===== config.mk =====
export PLATFORM = sky130hd
export DESIGN_NAME = tif_irq_flags
export DESIGN_NICKNAME = d
export VERILOG_FILES = /design/src/tif_pkg.sv /design/src/tif_irq_flags.sv
export SDC_FILE = /design/constraint.sdc
export NUM_CORES = 1
export LEC_CHECK = 0
export BUFFER_PORTS_ARGS = -buffer_cell sky130_fd_sc_hd__buf_2
export CELL_PAD_IN_SITES_DETAIL_PLACEMENT = 1
export CELL_PAD_IN_SITES_GLOBAL_PLACEMENT = 1
export CORE_MARGIN = 2
export CORE_UTILIZATION = 39
export CTS_BUF_LIST = sky130_fd_sc_hd__clkbuf_16
export DETAILED_ROUTE_END_ITERATION = 10
export PLACE_DENSITY = 0.84
export SETUP_SLACK_MARGIN = 0.02
export SLEW_MARGIN = 0
export SYNTH_ARGS = -nofsm -noshare
export SYNTH_HDL_FRONTEND = slang
export SYNTH_SLANG_ARGS = --single-unit

===== constraint.sdc =====
create_clock -name mclk -period 3.3 [get_ports mclk]
set_input_delay 0.165 -clock mclk [delete_from_list [all_inputs] [get_ports mclk]]
set_output_delay 0.165 -clock mclk [all_outputs]
set_load 0.02 [all_outputs]

===== src/tif_pkg.sv =====
/*
  constants for the transceiver interrupt flag block: register
  offsets, field positions, reset values.
  assumes an 8-bit register port with 6-bit addresses.
*/
package tif_pkg;
  localparam int ADDR_W = 6;
  localparam int DATA_W = 8;
  typedef logic [ADDR_W-1:0] tif_addr_t;
  typedef logic [DATA_W-1:0] tif_data_t;

  localparam tif_addr_t MAIN_EN_OFS = 6'h02;
  localparam tif_addr_t AUX_EN_OFS = 6'h03;
  localparam tif_addr_t MAIN_FLAG_OFS = 6'h04;
  localparam tif_addr_t AUX_FLAG_OFS = 6'h05;

  localparam tif_data_t MAIN_EN_RST = 8'h80;
  localparam tif_data_t AUX_EN_RST = 8'h00;
  localparam tif_data_t MAIN_FLAG_RST = 8'h14;
  localparam tif_data_t AUX_FLAG_RST = 8'h00;

  // bit 7 of each enable / flag register
  localparam int SET_CLR_BIT = 7;
  localparam int INVERT_BIT = 7;
  localparam int DRIVE_BIT = 7;

  // flag and enable field masks
  localparam tif_data_t MAIN_FIELD_MASK = 8'h7F;
  localparam tif_data_t AUX_FIELD_MASK = 8'h1F;

  // main flag positions
  localparam int TX_DONE_BIT = 6;
  localparam int RX_DONE_BIT = 5;
  localparam int CMD_FIN_BIT = 4;
  localparam int FULL_WARN_BIT = 3;
  localparam int EMPTY_WARN_BIT = 2;
  localparam int FAULT_BIT = 1;
  localparam int CNT_ZERO_BIT = 0;

  // aux flag positions
  localparam int EDGE_BIT = 4;
  localparam int MODE_BIT = 3;
  localparam int CRC_BIT = 2;
  localparam int FIELD_ON_BIT = 1;
  localparam int FIELD_OFF_BIT = 0;

  localparam logic [3:0] IDLE_CMD = 4'h0;
endpackage : tif_pkg

===== src/tif_irq_flags.sv =====
/*
  interrupt enable and flag registers of a contactless transceiver,
  with the interrupt pin driver.
  assumes event inputs come from logic on mclk, except the secure
  link input and the field detect level, which are pins.
*/
// Our own choice: the plain strobed port.
// Function
// - drive style bit 1 gives push-pull pin, 0 gives open drain
// - aux enable bits 4..0 gate their aux flags onto the pin
// - main flag write: marked bits set if bit 7 high, else cleared
// - aux flag write: marked bits set if bit 7 high, else cleared
// - transmit done flag sets after the last outgoing bit
// - receive done sets at valid end; with option only if fifo has data
// - command finished flag sets when a command ends on its own
// - unknown command returns to idle and sets flag; host idle does not
// - full warning flag latches when the live warning rises
// - empty warning flag latches when the live warning rises
// - fault flag sets while any error status bit is set
// - countdown zero flag sets when the timer reaches zero
// - input edge flag sets on either edge of secure link input
// - mode flag sets on detection; detector runs only in anticollision
// - mode detector restarts after every rf reset
// - crc done flag sets when crc command has processed all data
// - field on sets when field appears, field off when it vanishes
// - reserved aux bits 6 and 5 read as zero
// - aux enable resets to zero: all off, pin open drain
// - invert bit flips the pin level against the combined status
// - main enable bits gate each main flag onto the pin
`timescale 1ns/1ps
module tif_irq_flags #(
  parameter logic [15:0] KNOWN_CMD_MASK = 16'hFFFF
) (
  input wire logic mclk,
  input wire logic reset,
  input wire tif_pkg::tif_addr_t reg_addr,
  input wire tif_pkg::tif_data_t reg_wdata,
  input wire logic reg_wr,
  input wire logic reg_rd,
  output logic [7:0] reg_rdata,
  input wire logic tx_last_bit_sent,
  input wire logic rx_end_valid,
  input wire logic ignore_empty_receive,
  input wire logic rx_fifo_has_data,
  input wire logic cmd_self_finish,
  input wire logic cmd_start,
  input wire logic [3:0] cmd_start_code,
  output logic cmd_force_idle,
  input wire logic fifo_full_warning_live,
  input wire logic fifo_empty_warning_live,
  input wire logic [7:0] error_status,
  input wire logic timer_zero,
  input wire logic secure_link_input,
  input wire logic auto_anticollision_cmd,
  input wire logic mode_found,
  input wire logic rf_reset,
  output logic mode_detect_run,
  input wire logic crc_cmd_active,
  input wire logic crc_all_processed,
  input wire logic field_detect,
  output logic irq_status,
  output logic irq_pin_out,
  output logic irq_pin_oe
);
  import tif_pkg::*;

  tif_data_t main_en_ff;
  tif_data_t aux_en_ff;
  tif_data_t main_flags_ff;
  tif_data_t aux_flags_ff;
  tif_data_t nxt_main_flags;
  tif_data_t nxt_aux_flags;
  tif_data_t main_hw_set;
  tif_data_t aux_hw_set;
  tif_data_t rdata_ff;
  logic full_live_ff;
  logic empty_live_ff;
  logic [1:0] sig_sync_ff;
  logic sig_prev_ff;
  logic [1:0] fld_sync_ff;
  logic fld_prev_ff;
  logic auto_anticollision_cmd_prev_ff;
  logic mode_armed_ff;
  logic force_idle_ff;
  logic status_ff;
  logic pin_out_ff;
  logic pin_oe_ff;
  logic nxt_status;
  logic pin_level;
  logic bad_cmd;
  logic main_en_wr;
  logic aux_en_wr;
  logic main_flag_wr;
  logic aux_flag_wr;
  tif_data_t main_gated;
  tif_data_t aux_gated;
  tif_data_t nxt_rdata;
  logic sig_edge;
  logic fld_rise;
  logic fld_fall;
  logic full_rise;
  logic empty_rise;

  // write-one-marked set or clear; hardware set wins over a clear
  function automatic tif_data_t apply_write(
    input tif_data_t cur,
    input tif_data_t wdata,
    input tif_data_t mask,
    input tif_data_t hw_set,
    input logic hit
  );
    tif_data_t marked;
    tif_data_t res;
    marked = wdata & mask;
    res = cur;
    if (hit)
    begin
      if (wdata[SET_CLR_BIT])
        res = cur | marked;
      else
        res = cur & ~marked;
    end
    return (res | hw_set) & mask;
  endfunction : apply_write

  // one decode for every register write strobe; the read mux decodes reg_addr on its own
  function automatic logic addr_hit(
    input tif_addr_t addr,
    input tif_addr_t ofs,
    input logic strobe
  );
    return strobe && (addr == ofs);
  endfunction : addr_hit

  always_comb
  begin
    main_en_wr = addr_hit(reg_addr, MAIN_EN_OFS, reg_wr);
    aux_en_wr = addr_hit(reg_addr, AUX_EN_OFS, reg_wr);
    main_flag_wr = addr_hit(reg_addr, MAIN_FLAG_OFS, reg_wr);
    aux_flag_wr = addr_hit(reg_addr, AUX_FLAG_OFS, reg_wr);
  end

  // idle is excluded by code, so a mask that forgets it cannot fake a finish
  always_comb
  begin
    bad_cmd = cmd_start && (cmd_start_code != IDLE_CMD) &&
      !KNOWN_CMD_MASK[cmd_start_code];
  end

  // edge terms; the live fifo bits come from mclk logic and need no sync
  always_comb
  begin
    full_rise = fifo_full_warning_live && !full_live_ff;
    empty_rise = fifo_empty_warning_live && !empty_live_ff;
    sig_edge = sig_sync_ff[1] ^ sig_prev_ff;
    fld_rise = fld_sync_ff[1] && !fld_prev_ff;
    fld_fall = !fld_sync_ff[1] && fld_prev_ff;
  end

  always_comb
  begin
    main_hw_set = '0;
    main_hw_set[TX_DONE_BIT] = tx_last_bit_sent;
    main_hw_set[RX_DONE_BIT] = rx_end_valid &&
      (!ignore_empty_receive || rx_fifo_has_data);
    // a host start of the idle command reaches neither term
    main_hw_set[CMD_FIN_BIT] = cmd_self_finish || bad_cmd;
    main_hw_set[FULL_WARN_BIT] = full_rise;
    main_hw_set[EMPTY_WARN_BIT] = empty_rise;
    main_hw_set[FAULT_BIT] = |error_status;
    main_hw_set[CNT_ZERO_BIT] = timer_zero;
  end

  always_comb
  begin
    aux_hw_set = '0;
    aux_hw_set[EDGE_BIT] = sig_edge;
    aux_hw_set[MODE_BIT] = mode_found && mode_detect_run;
    aux_hw_set[CRC_BIT] = crc_cmd_active && crc_all_processed;
    aux_hw_set[FIELD_ON_BIT] = fld_rise;
    aux_hw_set[FIELD_OFF_BIT] = fld_fall;
  end

  always_comb
  begin
    nxt_main_flags = apply_write(main_flags_ff, reg_wdata, MAIN_FIELD_MASK,
      main_hw_set, main_flag_wr);
  end

  always_comb
  begin
    nxt_aux_flags = apply_write(aux_flags_ff, reg_wdata, AUX_FIELD_MASK,
      aux_hw_set, aux_flag_wr);
  end

  always_ff @(posedge mclk)
  begin
    if (reset)
    begin
      main_flags_ff <= MAIN_FLAG_RST;
      aux_flags_ff <= AUX_FLAG_RST;
    end
    else
    begin
      main_flags_ff <= nxt_main_flags;
      aux_flags_ff <= nxt_aux_flags;
    end
  end

  always_ff @(posedge mclk)
  begin
    if (reset)
      main_en_ff <= MAIN_EN_RST;
    else if (main_en_wr)
      main_en_ff <= reg_wdata;
  end

  // reserved bits are dropped on the way in, so they always read zero
  always_ff @(posedge mclk)
  begin
    if (reset)
      aux_en_ff <= AUX_EN_RST;
    else if (aux_en_wr)
      aux_en_ff <= reg_wdata & (AUX_FIELD_MASK | 8'h80);
  end

  // previous live fifo levels for rising edge detection
  always_ff @(posedge mclk)
  begin
    if (reset)
    begin
      full_live_ff <= 1'b0;
      empty_live_ff <= 1'b0;
    end
    else
    begin
      full_live_ff <= fifo_full_warning_live;
      empty_live_ff <= fifo_empty_warning_live;
    end
  end

  // secure link input is a pin: two flops before the edge compare
  always_ff @(posedge mclk)
  begin
    if (reset)
    begin
      sig_sync_ff <= 2'h0;
      sig_prev_ff <= 1'b0;
    end
    else
    begin
      sig_sync_ff <= {sig_sync_ff[0], secure_link_input};
      sig_prev_ff <= sig_sync_ff[1];
    end
  end

  // field detect is a pin too; its edges cost three cycles of latency
  always_ff @(posedge mclk)
  begin
    if (reset)
    begin
      fld_sync_ff <= 2'h0;
      fld_prev_ff <= 1'b0;
    end
    else
    begin
      fld_sync_ff <= {fld_sync_ff[0], field_detect};
      fld_prev_ff <= fld_sync_ff[1];
    end
  end

  always_ff @(posedge mclk)
  begin
    if (reset)
      auto_anticollision_cmd_prev_ff <= 1'b0;
    else
      auto_anticollision_cmd_prev_ff <= auto_anticollision_cmd;
  end

  // detector armed at anticollision start and by rf reset, disarmed once found
  always_ff @(posedge mclk)
  begin
    if (reset)
      mode_armed_ff <= 1'b0;
    else if (rf_reset)
      mode_armed_ff <= 1'b1;
    else if (auto_anticollision_cmd && !auto_anticollision_cmd_prev_ff)
      mode_armed_ff <= 1'b1;
    else if (mode_found && mode_detect_run)
      mode_armed_ff <= 1'b0;
  end

  assign mode_detect_run = mode_armed_ff && auto_anticollision_cmd;

  always_ff @(posedge mclk)
  begin
    if (reset)
      force_idle_ff <= 1'b0;
    else
      force_idle_ff <= bad_cmd;
  end

  always_comb
  begin
    main_gated = nxt_main_flags & main_en_ff & MAIN_FIELD_MASK;
    aux_gated = nxt_aux_flags & aux_en_ff & AUX_FIELD_MASK;
    nxt_status = (|main_gated) || (|aux_gated);
    pin_level = nxt_status ^ main_en_ff[INVERT_BIT];
  end

  always_ff @(posedge mclk)
  begin
    if (reset)
      status_ff <= 1'b0;
    else
      status_ff <= nxt_status;
  end

  // open drain only pulls low; a high level is left to the pull-up
  always_ff @(posedge mclk)
  begin
    if (reset)
    begin
      pin_out_ff <= 1'b0;
      pin_oe_ff <= 1'b0;
    end
    else
    begin
      if (aux_en_ff[DRIVE_BIT])
      begin
        pin_out_ff <= pin_level;
        pin_oe_ff <= 1'b1;
      end
      else
      begin
        pin_out_ff <= 1'b0;
        pin_oe_ff <= !pin_level;
      end
    end
  end

  // the read mux sees the registers, so a same-cycle event shows next read
  always_comb
  begin
    nxt_rdata = 8'h00;
    if (reg_rd)
    begin
      unique case (reg_addr)
        MAIN_EN_OFS: nxt_rdata = main_en_ff;
        AUX_EN_OFS: nxt_rdata = aux_en_ff;
        MAIN_FLAG_OFS: nxt_rdata = main_flags_ff;
        AUX_FLAG_OFS: nxt_rdata = aux_flags_ff;
        default: nxt_rdata = 8'h00;
      endcase
    end
  end

  // read data stands one cycle only and is zero otherwise
  always_ff @(posedge mclk)
  begin
    if (reset)
      rdata_ff <= 8'h00;
    else
      rdata_ff <= nxt_rdata;
  end

  assign reg_rdata = rdata_ff;
  assign cmd_force_idle = force_idle_ff;
  assign irq_status = status_ff;
  assign irq_pin_out = pin_out_ff;
  assign irq_pin_oe = pin_oe_ff;
endmodule : tif_irq_flags


==> results.env <==
DETAIL_ROUTE.DRC_VIOLATIONS=0
SINK_COUNT=47
ROUTE.MET2.WL_MM=2.633
DETAILROUTE.WIRELENGTH.MET3_UM=264
SYNTH_CELLS=225
POWER_SWITCHING_SHARE_PCT=23.21
FINAL-HOLD-VIOLATION-COUNT=0
FINAL-SETUP-VIOL-COUNT=0
SYNTH_AREA_PER_CELL_UM2=9.743
FINAL_CELLS=347
DETAILEDPLACEMENTHPWL_MM=4.095
POST-SYNTH-TOP-COUNT-CELL='sky130_fd_sc_hd__dfxtp_1'
SETUP.WORST_PATH.END_CLASS='flip-flop'
MAX_CAP_VIOLATIONS=0
INSERTION_DELAY_OF_THE_LATER_CLOCKED_PIN_IN_THE_WORST_SKEW_PAIR_PS=280
DOMINANTREGCELLSYNTH='sky130_fd_sc_hd__dfxtp_1'
PWR-SHARE-COMB_PCT=10.0
CRIT_FANOUT=7
CRITPATHKIND='in -> reg'
YOSYSUNIQUECELLTYPES=56
POSTSYNTHNETCOUNT=271
SYNTH.CELLS.MOST_FREQUENT='sky130_fd_sc_hd__dfxtp_1 (47), sky130_fd_sc_hd__mux2i_1 (27), sky130_fd_sc_hd__nor2_1 (25)'
BOUNDARYPINS=59
POST_ROUTE_SKEW_PS=5.213
GLOBALPLACE.CONGESTION=0.8152
WORST_EP_REQUIRED_TIME_PS=3480
MIN_DELAY_PATH_DEPTH=3
MAX_SLEW.WORST_PIN.SLEW_PS=907.3
NUMBER_OF_HOLD_BUFFERS_ADDED_AFTER_CTS=0
ANTENNA_CELLS=0
DR.PASS1.ITERS=4
NETLIST.AREA_LEADER.SHARE_PCT=42.92
DESIGN.DIE.AREA_UM2=6236
DRTITER0DRC=97
CRIT_PATH_START_KIND='primary input'
SYNTH_ENABLE_FLOP_CELLS=0
ANTENNA_FOUND_INITIAL=0
YS_ASYNC_SR_FRACTION_PCT=0
R2R.WORST_PATH.CELLS=7
VIA_COUNT=1894
MAX_CLOCK_FREQ_GHz=0.3730
CLOCK_PIN_SLEW_WORST_SETUP_AND_HOLD_PATHS_PS=60
DIE_Y_UM=78.97
PERIOD_MINUS_SLACK_PS=2681
WORST_CASE_HEADROOM_TO_THE_MAX_SLEW_LIMIT_PCT=39.39
UNREPAIRED_SETUP_ENDPOINTS_AFTER_GLOBAL_ROUTING='no'
CPPEAKSTAGEDELAY_PS=760
FIRST_GLOBAL_VIAS=1867
AREA_DELTA_SYNTH_FINAL_PCT=20.03
POWER.STATIC_LEAKAGE_nW=1.133
CLK_ROOT_BUFFER_CELL='sky130_fd_sc_hd__clkbuf_16'
MAX_USED_LAYER='met4'
VIASPERCELL=5.458
WL_MET1_MM=2.552
SETUP_TNS_PS=0
TIMING.FINAL.CRIT_SHARE_PCT=81.24
CORE_UM2=5473
SYNTH.YOSYS.SEQ_AREA_SHARE_PCT=42.92
RESULT_OF_THE_RUN='finished clean'
POWER.DENSITY_nW_PER_UM2=448.7
CTS_BUFFER_DEPTH=2
INITIAL_UTILIZATION_PCT=40.05
YOSYS_REGISTER_BITS=47
CTS-BUFFERS-INSERTED=5
GRT_START_MAX_NET_PINS=31
NUMPLACEDINSTANCES=340
POST_CTS_RESIZE_COUNT=0
SEQUENTIAL_GROUP_SHARE_OF_TOTAL_POWER_PCT=50.0
PROPORTION_OF_LAYOUT_CELLS_WITH_A_DRIVE_SUFFIX_ABOVE_1_PCT=25.82
MAPPEDNETLISTAREA_UM2=2192
POWER_SWITCHING_uW=274.1
GRT_FIRST_PASS_WIRELENGTH_MM=9.032
WIRE_PER_INST_UM=15.87
IR_DROP_mV=0.2176
CLOCK_POWER_SHARE_PCT=40.1
INTERNAL_POWER_uW=906.6
TRITONCTS='built'
ROUTED_WIRE_LENGTH_MM=5.506
PORT_BUFFERS=52
CRITICAL_PATH_ARRIVAL_PS=2860
DIE_WIDTH_UM=78.97
CTS_SETUP_BUFFERS=0
SYNTH.AREA.TOP_CELLS='sky130_fd_sc_hd__dfxtp_1 (43%), sky130_fd_sc_hd__mux2i_1 (12%), sky130_fd_sc_hd__nor2_1 (4.3%)'
CRITICAL_PATH.SLOWEST_CELL='sky130_fd_sc_hd__nor3b_1'
CLOCK_TREE.HTREE_LEVEL_COUNT=2
TIMING_MAX_TRANSITION_VIOLATIONS_FINAL=0
SYNTH_TOP_CELL_BY_AREA='sky130_fd_sc_hd__dfxtp_1'
LAYOUT.NETS=321
FLOORPLAN.ROWS=27
MIN-DELAY-PATH-CLASS='in -> reg'
ROUTE.ANTENNA.REMAINING_NETS=0
SYNTH-WARNING-COUNT=0
PATH_CELLS='buf_2, nor3b_1, nand3_1, o311a_1, a2111oi_2, nand2_2, or4_1, and4_1'
GLOBALROUTE.TOTALOVERFLOW=0
GLOBAL_ROUTE.USAGE.TOTAL_PCT=18.68
path summary, 6_finish.rpt:
check | startpoint | endpoint | slack, ps
worst max register to register | full_live_ff | irq_pin_out | 1100
worst max-delay path | reg_addr[2] | irq_pin_out | 620
worst min register to register | sig_sync_ff[0] | sig_sync_ff[1] | 450
worst min-delay path | cmd_self_finish | main_flags_ff[4] | 90
sequential cells by signal, summed over array words and instances (netlist names), 2 cells and up:
| register | flops |
|---|---|
| main_flags_ff | 7 |
| aux_flags_ff | 5 |
| reg_rdata | 8 |
| aux_en_ff | 6 |
| sig_sync_ff | 2 |
| main_en_ff | 8 |
| fld_sync_ff | 2 |
power by group through the flow:
stage          logic, mW  clock network [mW]  registers (mW)
2_1_floorplan     0.0680                   0           0.601
3_3_place_gp       0.114                   0           0.602
3_5_place_dp       0.117                   0           0.603
4_1_cts            0.118               0.481           0.590
5_1_grt            0.130               0.509           0.591
6_report           0.118               0.473           0.590
placed cells by master (no fill, tap or decap), types with 2 or more instances in the layout:
master                      synthesis  routed
sky130_fd_sc_hd__nand3_1            4       4
sky130_fd_sc_hd__mux2i_1           27      27
sky130_fd_sc_hd__and2_1             3       3
sky130_fd_sc_hd__o31a_1             4       4
sky130_fd_sc_hd__inv_1             10      10
sky130_fd_sc_hd__nand2b_1           2       2
sky130_fd_sc_hd__a21oi_1            2       2
sky130_fd_sc_hd__and4_1             5       5
sky130_fd_sc_hd__a31oi_1            7       7
sky130_fd_sc_hd__a22oi_1            2       2
sky130_fd_sc_hd__nor2_1            25      25
sky130_fd_sc_hd__o311a_1            2       2
sky130_fd_sc_hd__nand2_1            6       6
sky130_fd_sc_hd__dfxtp_1           47      47
sky130_fd_sc_hd__nor2b_1           14      14
sky130_fd_sc_hd__buf_2              2      52
sky130_fd_sc_hd__a21boi_0           2       2
sky130_fd_sc_hd__buf_4              1       2
sky130_fd_sc_hd__a311o_1            3       3
sky130_fd_sc_hd__nor3_1             7       7
sky130_fd_sc_hd__or4_1              2       2
sky130_fd_sc_hd__nor4_1             2       2
sky130_fd_sc_hd__o22a_1             5       5
sky130_fd_sc_hd__clkbuf_16          0       5
sky130_fd_sc_hd__a21boi_1           3       3
sky130_fd_sc_hd__nor3b_1            2       2
per-stage QoR:
step | cell area (um2) | worst slack, ps | util [%] | hold WS (ps) | power (mW)
after CTS | 2631 | 679.6 | 48.08 | 87.90 | 1.189
after detailed placement | 2497 | 390.0 | 45.63 | 379.4 | 0.7198
after global placement | 2497 | 416.7 | 45.63 | 373.5 | 0.7156
after global routing | 2631 | 526.9 | 48.08 | 103.9 | 1.230
after floorplan | 2192 | 922.0 | - | 271.7 | 0.6689
final | 2631 | 619.1 | 48.08 | 88.24 | 1.181
metal layers:
metal | vias to the layer above | track usage, %
li1 | 919 | -
met1 | 923 | 23.84
met2 | 47 | 32.29
met5 | - | 0
met4 | 0 | 4.655
met3 | 5 | 3.750
final cells by class:
cell class,count,area [um2]
clock inverter,2,8.758
clock buffer,5,125.1
timing repair buffer,54,275.3
fill,670,2841
tap,72,90.09
multi-input combinational,157,1154
sequential,47,940.9
inverter,10,37.54
critical path: cells and delay by family:
| kind | cells | cell delay, ps |
|---|---|---|
| buffers and inverters | 1 | 140 |
| and+or+nand+nor | 5 | 1800 |
| AOI/OAI and AO/OA | 2 | 740 |
cell families after synthesis:
logic type             count (synthesis)  synth area share [%]
AO/OA/AOI/OAI                         41                 15.64
flip-flops                            47                 42.92
other                                  1                0.1711
AND/OR/NAND/NOR                       86                 23.69
multiplexers                          27                 12.33
buffers and inverters                 21                 4.452
XOR/XNOR                               2                0.7992
No activity file was read; power rests on OpenSTA's default activity.
